**src/common/ssp_pkg.sv**
```systemverilog
// Package of constants and carriers for the synchronous serial shift port
package ssp_pkg;

	// ==========================================================
	// Word sizes and shift-clock edge counts
	localparam int         W_DATA     = 16;
	localparam int         TX_DEPTH   = 2;
	localparam logic [5:0] EDGES_8    = 6'h10;
	localparam logic [5:0] EDGES_16   = 6'h20;
	localparam logic [5:0] CNT_RESET  = 6'h00;
	localparam logic [15:0] WORD_RESET = 16'h0000;

	// ==========================================================
	// Prescaler decode: primary field code to divisor
	localparam logic [1:0] PRIMARY_DIV_FIELD_DIV1  = 2'h3;
	localparam logic [1:0] PRIMARY_DIV_FIELD_DIV4  = 2'h2;
	localparam logic [1:0] PRIMARY_DIV_FIELD_DIV16 = 2'h1;
	localparam logic [9:0] PRIM_1     = 10'h001;
	localparam logic [9:0] PRIM_4     = 10'h004;
	localparam logic [9:0] PRIM_16    = 10'h010;
	localparam logic [9:0] PRIM_64    = 10'h040;
	localparam logic [9:0] SEC_BASE   = 10'h008;
	localparam logic [9:0] DIV_RESET  = 10'h000;

	// ==========================================================
	// Register layouts (bit 15 first)
	typedef struct packed {
		logic [2:0] rsv;
		logic       dis_sck;
		logic       dis_sdo;
		logic       word_size_bit;
		logic       sample_phase_bit;
		logic       clock_edge_bit;
		logic       select_pin_enable;
		logic       clock_polarity_bit;
		logic       master_select_bit;
		logic [2:0] secondary_div_field;
		logic [1:0] primary_div_field;
	} ctrl_t;

	typedef struct packed {
		logic       port_enable_bit;
		logic [7:0] rsv_hi;
		logic       rx_overflow_flag;
		logic [3:0] rsv_lo;
		logic       tx_full;
		logic       rx_full;
	} stat_t;

	localparam stat_t STAT_RESET = 16'h0000;

	typedef enum logic [1:0] {
		ST_IDLE = 2'b00,
		ST_RUN  = 2'b01
	} state_t;

endpackage : ssp_pkg

```
**src/ssp_prescaler.sv**
```systemverilog
// Two-stage prescaler that turns the system clock into shift-clock edge ticks
`timescale 1ns/1ns
module ssp_prescaler
	import ssp_pkg::*;
(
	input  wire logic       i_clk,
	input  wire logic       i_rst_b,
	input  wire logic       i_run,
	input  wire logic [1:0] i_primary_div_field,
	input  wire logic [2:0] i_secondary_div_field,
	output logic            o_tick
);

	logic [9:0] prim;
	logic [9:0] sec;
	logic [9:0] lim;
	logic [9:0] cnt_q;
	logic [9:0] cnt_d;
	logic       tick_d;

	// ==========================================================
	// Divisor decode
	always_comb begin
		case (i_primary_div_field)
			PRIMARY_DIV_FIELD_DIV1:  prim = PRIM_1;
			PRIMARY_DIV_FIELD_DIV4:  prim = PRIM_4;
			PRIMARY_DIV_FIELD_DIV16: prim = PRIM_16;
			default:    prim = PRIM_64;
		endcase
		sec = SEC_BASE - {7'h00, i_secondary_div_field};
		lim = prim * sec - PRIM_1;
	end

	// ==========================================================
	// Counter; restarts whenever the master is not shifting
	always_comb begin
		cnt_d  = DIV_RESET;
		tick_d = 1'b0;
		if (i_run && cnt_q != lim) begin
			cnt_d = cnt_q + PRIM_1;
		end else if (i_run) begin
			tick_d = 1'b1;
		end
	end

	always_ff @(posedge i_clk) begin
		if (!i_rst_b) begin
			cnt_q  <= DIV_RESET;
			o_tick <= 1'b0;
		end else begin
			cnt_q  <= cnt_d;
			o_tick <= tick_d;
		end
	end

	tick_rate_a: assert property (@(posedge i_clk) disable iff (!i_rst_b)
		o_tick |-> $past(i_run) && $past(cnt_q) == $past(lim))
		else $error("prescaler tick off its terminal count");

endmodule : ssp_prescaler

```
**src/ssp_fifo2.sv**
```systemverilog
// Small valid/ready buffer holding transmit words ahead of the shift register
`timescale 1ns/1ns
module ssp_fifo2
	import ssp_pkg::*;
#(
	parameter int WIDTH = W_DATA,
	parameter int DEPTH = TX_DEPTH
) (
	input  wire logic             i_clk,
	input  wire logic             i_rst_b,
	input  wire logic             i_wr_valid,
	input  wire logic [WIDTH-1:0] i_wr_data,
	output logic                  o_wr_ready,
	output logic                  o_rd_valid,
	output logic [WIDTH-1:0]      o_rd_data,
	input  wire logic             i_rd_ready
);

	localparam int AW = $clog2(DEPTH);

	logic [WIDTH-1:0] mem_q [DEPTH];
	logic [WIDTH-1:0] mem_d [DEPTH];
	logic [AW-1:0]    wptr_q, wptr_d;
	logic [AW-1:0]    rptr_q, rptr_d;
	logic [AW:0]      cnt_q, cnt_d;
	logic             push;
	logic             pop;

	assign push      = i_wr_valid && o_wr_ready;
	assign pop       = i_rd_ready && o_rd_valid;
	assign o_rd_data = mem_q[rptr_q];

	// ==========================================================
	// Storage, one entry per loop pass
	for (genvar g = 0; g < DEPTH; g++) begin : g_ent
		always_comb begin
			mem_d[g] = mem_q[g];
			if (push && wptr_q == AW'(g)) begin
				mem_d[g] = i_wr_data;
			end
		end
		always_ff @(posedge i_clk) begin
			mem_q[g] <= mem_d[g];
		end
	end

	// ==========================================================
	// Pointers and fill level; flags are registered from the next level
	always_comb begin
		wptr_d = push ? wptr_q + AW'(1) : wptr_q;
		rptr_d = pop ? rptr_q + AW'(1) : rptr_q;
		cnt_d  = cnt_q + (AW+1)'(push) - (AW+1)'(pop);
	end

	always_ff @(posedge i_clk) begin
		if (!i_rst_b) begin
			wptr_q     <= '0;
			rptr_q     <= '0;
			cnt_q      <= '0;
			o_wr_ready <= 1'b1;
			o_rd_valid <= 1'b0;
		end else begin
			wptr_q     <= wptr_d;
			rptr_q     <= rptr_d;
			cnt_q      <= cnt_d;
			o_wr_ready <= cnt_d != (AW+1)'(DEPTH);
			o_rd_valid <= cnt_d != '0;
		end
	end

endmodule : ssp_fifo2

```
**src/ssp_core.sv**
```systemverilog
// Synchronous serial shift port: shift engine, buffers, status and interrupt flags
//
// Notes on behaviour
// - Each transfer shifts 8 or 16 bits out and 8 or 16 bits in together.
// - Shift clock pin is driven as master and taken as input as slave.
// - A finished transfer sets the transfer-done flag and asks for an interrupt.
// - The transfer-done interrupt is masked while its enable is low.
// - A completed received word is copied from the shift register to the receive buffer.
// - Full receive buffer at completion sets overflow; the new word is dropped.
// - While overflow is set, all shift clock edges are ignored.
// - At completion the received word is kept, then pending transmit data loads.
// - One buffer address: reads give receive data, writes load transmit data.
// - As master, a transfer starts as soon as transmit data is written.
// - The enable bit turns the port on; configure and clear overflow first.
// - Master-select high makes the port master, low makes it slave.
// - Select pin is active low; port uses four serial pins.
// - A separate interrupt reports error conditions.
// - Master shift clock is system rate over 2 times primary 1/4/16/64 times secondary 1..8.
// - Word-size bit set gives 16-bit transfers, clear gives 8-bit.
// - Clock-polarity bit set makes the idle level high, clear makes it low.
// - Clock-edge bit set changes data on active-to-idle, else idle-to-active.
// - Master sample-phase bit set samples at bit end, else at bit middle.
`timescale 1ns/1ns
module ssp_core
	import ssp_pkg::*;
(
	input  wire logic        i_clk,
	input  wire logic        i_rst_b,
	input  wire logic        i_port_enable_bit,
	input  wire ctrl_t       i_port_control_one,
	input  wire logic        i_ovf_clear,
	input  wire logic        i_xfer_done_irq_enable,
	input  wire logic        i_irq_clear,
	input  wire logic        i_buf_wr_valid,
	input  wire logic [15:0] i_buf_wr_data,
	output logic             o_buf_wr_ready,
	input  wire logic        i_buf_rd,
	output logic [15:0]      o_buf_rd_data,
	output stat_t            o_port_status_reg,
	output logic             o_xfer_done_irq_flag,
	output logic             o_xfer_done_irq,
	output logic             o_error_irq,
	input  wire logic        i_serial_in_pin,
	input  wire logic        i_shift_clock_pin,
	output logic             o_shift_clock_pin,
	output logic             o_shift_clock_oe_b,
	output logic             o_serial_out_pin,
	output logic             o_serial_out_oe_b,
	input  wire logic        i_select_low_pin_b
);

	// ==========================================================
	// Declarations
	ctrl_t       cfg;
	state_t      state_q, state_d;
	logic [15:0] sr_q, sr_d;
	logic [15:0] rx_q, rx_d;
	logic [15:0] shifted;
	logic [15:0] word;
	logic [15:0] tx_word;
	logic [5:0]  cnt_q, cnt_d;
	logic [5:0]  last;
	logic        bit_q, bit_d;
	logic        sck_q, sck_d;
	logic        sck_in_q;
	logic        rbf_q, rbf_d;
	logic        ovf_q, ovf_d;
	logic        flag_d;
	logic        en, master, sel_ok, smp_eff;
	logic        tick, run;
	logic        slave_edge, master_edge, edge_ev;
	logic        new_lvl, lead, final_e;
	logic        samp, shft, lsb;
	logic        tx_valid, tx_pop;
	logic        done_ev;

	assign cfg = i_port_control_one;

	// ==========================================================
	// Transmit holding buffer; a full buffer stalls the writer
	ssp_fifo2 #(
		.WIDTH (W_DATA),
		.DEPTH (TX_DEPTH)
	) u_tx_holding_buf (
		.i_clk      (i_clk),
		.i_rst_b    (i_rst_b),
		.i_wr_valid (i_buf_wr_valid),
		.i_wr_data  (i_buf_wr_data),
		.o_wr_ready (o_buf_wr_ready),
		.o_rd_valid (tx_valid),
		.o_rd_data  (tx_word),
		.i_rd_ready (tx_pop)
	);

	// ==========================================================
	// Shift clock pacing for master mode
	assign run = en && master && state_q == ST_RUN && !ovf_q;

	ssp_prescaler u_prescaler (
		.i_clk                 (i_clk),
		.i_rst_b               (i_rst_b),
		.i_run                 (run),
		.i_primary_div_field   (cfg.primary_div_field),
		.i_secondary_div_field (cfg.secondary_div_field),
		.o_tick                (tick)
	);

	// ==========================================================
	// Edge classification
	// Every edge is leading (idle to active) or trailing. The data
	// changes on trailing edges when the clock-edge bit is set, else on
	// leading ones; the first leading change is skipped because the
	// first bit is already on the pin from the load.
	always_comb begin
		en          = i_port_enable_bit;
		master      = cfg.master_select_bit;
		sel_ok      = master || !cfg.select_pin_enable || !i_select_low_pin_b;
		smp_eff     = master && cfg.sample_phase_bit;
		last        = cfg.word_size_bit ? EDGES_16 : EDGES_8;
		slave_edge  = !master && sel_ok && (i_shift_clock_pin != sck_in_q);
		master_edge = master && tick && state_q == ST_RUN;
		edge_ev     = en && !ovf_q && (slave_edge || master_edge);
		new_lvl     = master ? !sck_q : i_shift_clock_pin;
		lead        = new_lvl != cfg.clock_polarity_bit;
		final_e     = (cnt_q + 6'h01) == last;
		if (cfg.clock_edge_bit) begin
			samp = smp_eff ? !lead : lead;
			shft = !lead;
		end else begin
			samp = final_e || (smp_eff ? (lead && cnt_q != CNT_RESET) : !lead);
			shft = final_e || (lead && cnt_q != CNT_RESET);
		end
		lsb     = samp ? i_serial_in_pin : bit_q;
		shifted = {sr_q[14:0], lsb};
		word    = cfg.word_size_bit ? shifted : {8'h00, shifted[7:0]};
		done_ev = edge_ev && final_e;
	end

	// ==========================================================
	// Shift engine, buffers and flags
	always_comb begin
		state_d = state_q;
		sr_d    = sr_q;
		rx_d    = rx_q;
		cnt_d   = cnt_q;
		bit_d   = bit_q;
		sck_d   = sck_q;
		tx_pop  = 1'b0;
		// Hardware sets below override these clears in the same cycle
		rbf_d   = rbf_q && !i_buf_rd;
		ovf_d   = ovf_q && !i_ovf_clear;
		flag_d  = o_xfer_done_irq_flag && !i_irq_clear;
		if (!en) begin
			state_d = ST_IDLE;
			cnt_d   = CNT_RESET;
			sck_d   = cfg.clock_polarity_bit;
		end else if (edge_ev) begin
			state_d = ST_RUN;
			cnt_d   = cnt_q + 6'h01;
			if (master) begin
				sck_d = !sck_q;
			end
			if (samp) begin
				bit_d = i_serial_in_pin;
			end
			if (shft) begin
				sr_d = shifted;
			end
			if (final_e) begin
				state_d = ST_IDLE;
				cnt_d   = CNT_RESET;
				flag_d  = 1'b1;
				if (rbf_q) begin
					ovf_d = 1'b1;
				end else begin
					rx_d  = word;
					rbf_d = 1'b1;
				end
				if (tx_valid) begin
					tx_pop  = 1'b1;
					sr_d    = tx_word;
					state_d = ST_RUN;
				end
			end
		end else if (!sel_ok) begin
			// Deselect in the middle of a word drops the partial word
			cnt_d = CNT_RESET;
		end else if (state_q == ST_IDLE && tx_valid && !ovf_q) begin
			tx_pop  = 1'b1;
			sr_d    = tx_word;
			state_d = ST_RUN;
			sck_d   = cfg.clock_polarity_bit;
		end else if (state_q == ST_IDLE) begin
			sck_d = cfg.clock_polarity_bit;
		end
	end

	always_ff @(posedge i_clk) begin
		if (!i_rst_b) begin
			state_q              <= ST_IDLE;
			sr_q                 <= WORD_RESET;
			rx_q                 <= WORD_RESET;
			cnt_q                <= CNT_RESET;
			bit_q                <= 1'b0;
			sck_q                <= 1'b0;
			sck_in_q             <= 1'b0;
			rbf_q                <= 1'b0;
			ovf_q                <= 1'b0;
			o_xfer_done_irq_flag <= 1'b0;
		end else begin
			state_q              <= state_d;
			sr_q                 <= sr_d;
			rx_q                 <= rx_d;
			cnt_q                <= cnt_d;
			bit_q                <= bit_d;
			sck_q                <= sck_d;
			sck_in_q             <= i_shift_clock_pin;
			rbf_q                <= rbf_d;
			ovf_q                <= ovf_d;
			o_xfer_done_irq_flag <= flag_d;
		end
	end

	// ==========================================================
	// Pin and status outputs, all registered
	// Outputs follow the next values so pins line up with the state; tx_full follows the current o_buf_wr_ready
	always_ff @(posedge i_clk) begin
		if (!i_rst_b) begin
			o_shift_clock_pin  <= 1'b0;
			o_shift_clock_oe_b <= 1'b1;
			o_serial_out_pin   <= 1'b0;
			o_serial_out_oe_b  <= 1'b1;
			o_buf_rd_data      <= WORD_RESET;
			o_xfer_done_irq    <= 1'b0;
			o_error_irq        <= 1'b0;
			o_port_status_reg  <= STAT_RESET;
		end else begin
			o_shift_clock_pin  <= sck_d;
			o_shift_clock_oe_b <= !(en && master && !cfg.dis_sck);
			o_serial_out_pin   <= cfg.word_size_bit ? sr_d[15] : sr_d[7];
			o_serial_out_oe_b  <= !(en && sel_ok && !cfg.dis_sdo);
			o_buf_rd_data      <= rx_d;
			o_xfer_done_irq    <= flag_d && i_xfer_done_irq_enable;
			o_error_irq        <= ovf_d;
			o_port_status_reg  <= '{
				port_enable_bit:  en,
				rsv_hi:           8'h00,
				rx_overflow_flag: ovf_d,
				rsv_lo:           4'h0,
				tx_full:          !o_buf_wr_ready,
				rx_full:          rbf_d
			};
		end
	end

	// ==========================================================
	// Checks
	word_len_a: assert property (@(posedge i_clk) disable iff (!i_rst_b)
		done_ev |-> cnt_q == last - 6'h01)
		else $error("transfer ended on wrong edge count");

	done_flag_a: assert property (@(posedge i_clk) disable iff (!i_rst_b)
		done_ev |=> o_xfer_done_irq_flag)
		else $error("done flag not raised after a transfer");

	irq_mask_a: assert property (@(posedge i_clk) disable iff (!i_rst_b)
		!i_xfer_done_irq_enable |=> !o_xfer_done_irq)
		else $error("done interrupt leaked while masked");

	rx_copy_a: assert property (@(posedge i_clk) disable iff (!i_rst_b)
		done_ev && !rbf_q |=> o_buf_rd_data == $past(word) && o_port_status_reg.rx_full)
		else $error("received word not copied to the buffer");

	ovf_drop_a: assert property (@(posedge i_clk) disable iff (!i_rst_b)
		done_ev && rbf_q |=> ovf_q && $stable(rx_q) && o_error_irq)
		else $error("overflow not flagged or word not dropped");

	ovf_freeze_a: assert property (@(posedge i_clk) disable iff (!i_rst_b)
		ovf_q && en |=> $stable(cnt_q) && $stable(sr_q[15:1]))
		else $error("shifting went on during overflow");

	master_start_a: assert property (@(posedge i_clk) disable iff (!i_rst_b)
		en && master && state_q == ST_IDLE && tx_valid && !ovf_q && !edge_ev
		|=> state_q == ST_RUN)
		else $error("master did not start on pending data");

	sck_dir_a: assert property (@(posedge i_clk) disable iff (!i_rst_b)
		!master |=> o_shift_clock_oe_b)
		else $error("slave drove the shift clock");

	// ==========================================================
	// Pin levels and status tracking
	// A master between words must rest at the idle level, or the far
	// side would count a spurious edge at the next word.
	master_drive_a: assert property (@(posedge i_clk) disable iff (!i_rst_b)
		en && master && !cfg.dis_sck |=> !o_shift_clock_oe_b)
		else $error("master left the shift clock undriven");

	sck_idle_a: assert property (@(posedge i_clk) disable iff (!i_rst_b)
		en && master && state_q == ST_IDLE && !edge_ev
		|=> o_shift_clock_pin == $past(cfg.clock_polarity_bit))
		else $error("shift clock not at idle level");

	ovf_hold_a: assert property (@(posedge i_clk) disable iff (!i_rst_b)
		ovf_q && !i_ovf_clear |=> ovf_q)
		else $error("overflow dropped without a clear");

	tx_full_a: assert property (@(posedge i_clk) disable iff (!i_rst_b)
		!o_buf_wr_ready |=> o_port_status_reg.tx_full)
		else $error("transmit full not reported");

	rx_clear_a: assert property (@(posedge i_clk) disable iff (!i_rst_b)
		i_buf_rd && !done_ev |=> !o_port_status_reg.rx_full)
		else $error("buffer read did not clear receive full");

	sdo_release_a: assert property (@(posedge i_clk) disable iff (!i_rst_b)
		!en |=> o_serial_out_oe_b)
		else $error("disabled port drove the data pin");

endmodule : ssp_core

```
**config.mk**
```make
export PLATFORM = sky130hd
export DESIGN_NAME = ssp_core
export DESIGN_NICKNAME = d
export VERILOG_FILES = /design/src/common/ssp_pkg.sv /design/src/ssp_prescaler.sv /design/src/ssp_fifo2.sv /design/src/ssp_core.sv
export SDC_FILE = /design/constraint.sdc
export NUM_CORES = 1
export LEC_CHECK = 0
export BUFFER_PORTS_ARGS = -buffer_cell sky130_fd_sc_hd__buf_2
export CAP_MARGIN = 20
export CORE_ASPECT_RATIO = 1.75
export CORE_MARGIN = 8
export CORE_UTILIZATION = 59
export CTS_BUF_LIST = sky130_fd_sc_hd__clkbuf_8
export DETAILED_ROUTE_END_ITERATION = 8
export HOLD_SLACK_MARGIN = 0.05
export PLACE_DENSITY = 0.82
export SYNTH_ARGS = -nofsm -noshare
export SYNTH_HDL_FRONTEND = slang
export SYNTH_SLANG_ARGS = --single-unit
```
**constraint.sdc**
```tcl
create_clock -name i_clk -period 4.8 [get_ports i_clk]
set_input_delay 0.48 -clock i_clk [delete_from_list [all_inputs] [get_ports i_clk]]
set_output_delay 0.48 -clock i_clk [all_outputs]
set_load 0.005 [all_outputs]
```
==> flow_summary.json <==
{
  "dpl-instance-area_um2": 5730,
  "rr_endpoint": "u_tx_holding_buf.o_wr_ready",
  "final_cell_area_um2": 5910,
  "ant_nets": 0,
  "die_area_um2": 12500,
  "final_cell_mix": "dfxtp_1 (69), buf_2 (67), a21oi_1 (43)",
  "vias": 4053,
  "worstPathArrival_ns": 4.42,
  "final_common_cell": "dfxtp_1",
  "hold_depth": 2,
  "yosysSeqAreaShare": 0.436,
  "cap_violations": 0,
  "path_class": "input port to register",
  "die_x_um": 88.2,
  "drt_first_pass_iters": 5,
  "cp_num_cells": 17,
  "fp.coreArea_um2": 8980,
  "largest_reg_flops": 32,
  "slew_headroom": 0.264,
  "pin_count": 83,
  "crit_slowest_cell": "fa_1",
  "tns_ns": 0,
  "holdWs_ns": 0.284,
  "insertedDiodeCount": 0,
  "finalCritPeriodShare": 0.854,
  "drt_iter0_drc": 269,
  "portBuffers": 67,
  "setup_ws_ns": 0.702,
  "syn_avg_cell_area_um2": 9.92,
  "reg2reg_depth": 13,
  "rows": 46,
  "drive_gt1_frac": 0.174,
  "skew_ns": 0.0122,
  "cts_resized": 0,
  "critPathTopFamily": "adder cells",
  "wirelength_um": 11500,
  "setup_viol": 0,
  "antenna_found_initial": 0,
  "regMostFlops": "u_tx_holding_buf.mem_q",
  "dp_hpwl_um": 8930,
  "p_per_area_nw_per_um2": 339,
  "num-nets-final": 677,
  "fin_util": 0.658,
  "instances_no_fill": 725,
  "p_leak_nw": 2.43,
  "layout_min_cycle_time_ns": 4.10,
  "r2r_slack_ns": 1.31,
  "cts_max_level": 3,
  "vias_per_cell": 5.59,
  "r2r_start": "cnt_q[0]",
  "fmaxAchievable_mhz": 244,
  "cp-start-kind": "input port",
  "crit_start": "i_port_control_one[2]",
  "holdCritPathClass": "input port to register",
  "cts_buffer_depth": 2,
  "hold_buffers": 0,
  "grt_pass1_wl_um": 18600,
  "worstPathRequired_ns": 5.12,
  "slew_viol_final": 0,
  "fill_cells": 739,
  "numPlacedInstances": 709,
  "ys_types": 66,
  "drc_errors": 0,
  "max_slew.worst_pin.slew_ns": 1.09,
  "grt_start_max_net_pins": 29,
  "netlist_instances": 542,
  "die_h_um": 142,
  "cp_max_fo": 11,
  "end_kind": "register",
  "avgRoutedWirePerCell_um": 15.8,
  "grt_pass1_vias": 4176,
  "slowest_delay_ns": 0.53,
  "clockRootBuffer": "clkbuf_8",
  "start_util": 0.599,
  "cts-buffers-inserted": 9,
  "status": "completed",
  "clkSinkCount": 101,
  "grt_overflow": 0,
  "gp_congestion": 0.879,
  "rsz0062_at_grt": "no",
  "worst-path-buf-inv": 5,
  "clk_latency_ns": 0.38,
  "endpoint": "u_prescaler.o_tick",
  "post-cts-setup-buffers": 0,
  "finalPower_mw": 2.01,
  "async_reset_ff_frac": 0,
  "synth_area_um2": 5380,
  "ys_warn_count": 0,
  "hold_viol": 0,
  "crit_chain": "buf_2 -> inv_1 -> ha_1 -> xor2_1 -> nor2_1 -> ha_1 -> inv_1 -> fa_1 -> inv_1 -> ha_1 -> ha_1 -> a21o_1 -> a2111oi_0 -> nor3_1 -> nor4b_1 -> buf_4 -> and3_1",
  "ir_worst_vdd_mv": 0.182,
  "grt_util_all_layers": 0.188,
  "hp-start": "i_port_control_one[12]",
  "dp_slack_ns": 0.356,
  "crit_top_cell": "ha_1",
  "area_growth_pct": 9.89,
  "clkTransAtPathRegs_ns": 0.10,
  "cts_tree": "yes",
  "synth_ff_type": "dfxtp_1",
  "synth-edff-count": 32,
  "synth-seq-cells": 101,
  "reg_top3": "u_tx_holding_buf.mem_q: 32 flops, o_buf_rd_data: 16 flops, sr_q: 16 flops"
}
worst min path at each step:
stage | to
after floorplan | o_port_status_reg[1]
after global placement | o_port_status_reg[1]
after detailed placement | o_port_status_reg[1]
after CTS | u_tx_holding_buf.mem_q[0][11]
after global routing | o_serial_out_oe_b
final | o_shift_clock_oe_b
Yosys cell counts, drive strengths merged, types with 11 or more instances:
master	instances	area (um2)
nand2	31	116
clkbuf	13	48.8
nand3	16	85.1
nand2b	13	81.3
o22a	13	114
xnor2	23	201
xor2	11	96.3
buf	23	170
inv	32	120
o21ai	23	119
mux2i	36	360
ha	29	363
nor2	36	138
a21oi	43	215
edfxtp	32	961
dfxtp	69	1380
power breakdown:
group	switching (mW)	internal, mW	leakage (nW)	total, mW
Sequential	0.0585	0.978	0.860	1.04
Clock	0.302	0.195	0.0951	0.498
Combinational	0.265	0.206	1.47	0.471
logic make-up after synthesis:
logic type	after synthesis	share of synthesized area
other	1	0.000698
XOR/XNOR	34	0.0554
AO/OA/AOI/OAI	115	0.143
adder cells (fa/ha/maj)	34	0.0861
buffers and inverters	70	0.0645
AND/OR/NAND/NOR	149	0.143
multiplexers	38	0.0712
flip-flops	101	0.436
per-layer routing:
metal,global-route usage,part of all wire,up-vias
li1,-,-,2004
met1,0.179,0.37,1923
met2,0.353,0.55,105
met3,0.0480,0.055,21
met4,0.0960,0.025,0
met5,0,0,-
layout make-up:
| class | count | area [um2] | share of cell area |
|---|---|---|---|
| clock buffers | 9 | 124 | 0.0210 |
| clock inverters | 7 | 56.3 | 0.00953 |
| inverters | 34 | 128 | 0.0216 |
| multi-input cells | 382 | 2730 | 0.463 |
| flip-flops and latches | 101 | 2340 | 0.397 |
| well taps | 120 | 150 | 0.0254 |
| repair buffers | 72 | 373 | 0.0631 |
(Power assumes the default switching activity.)
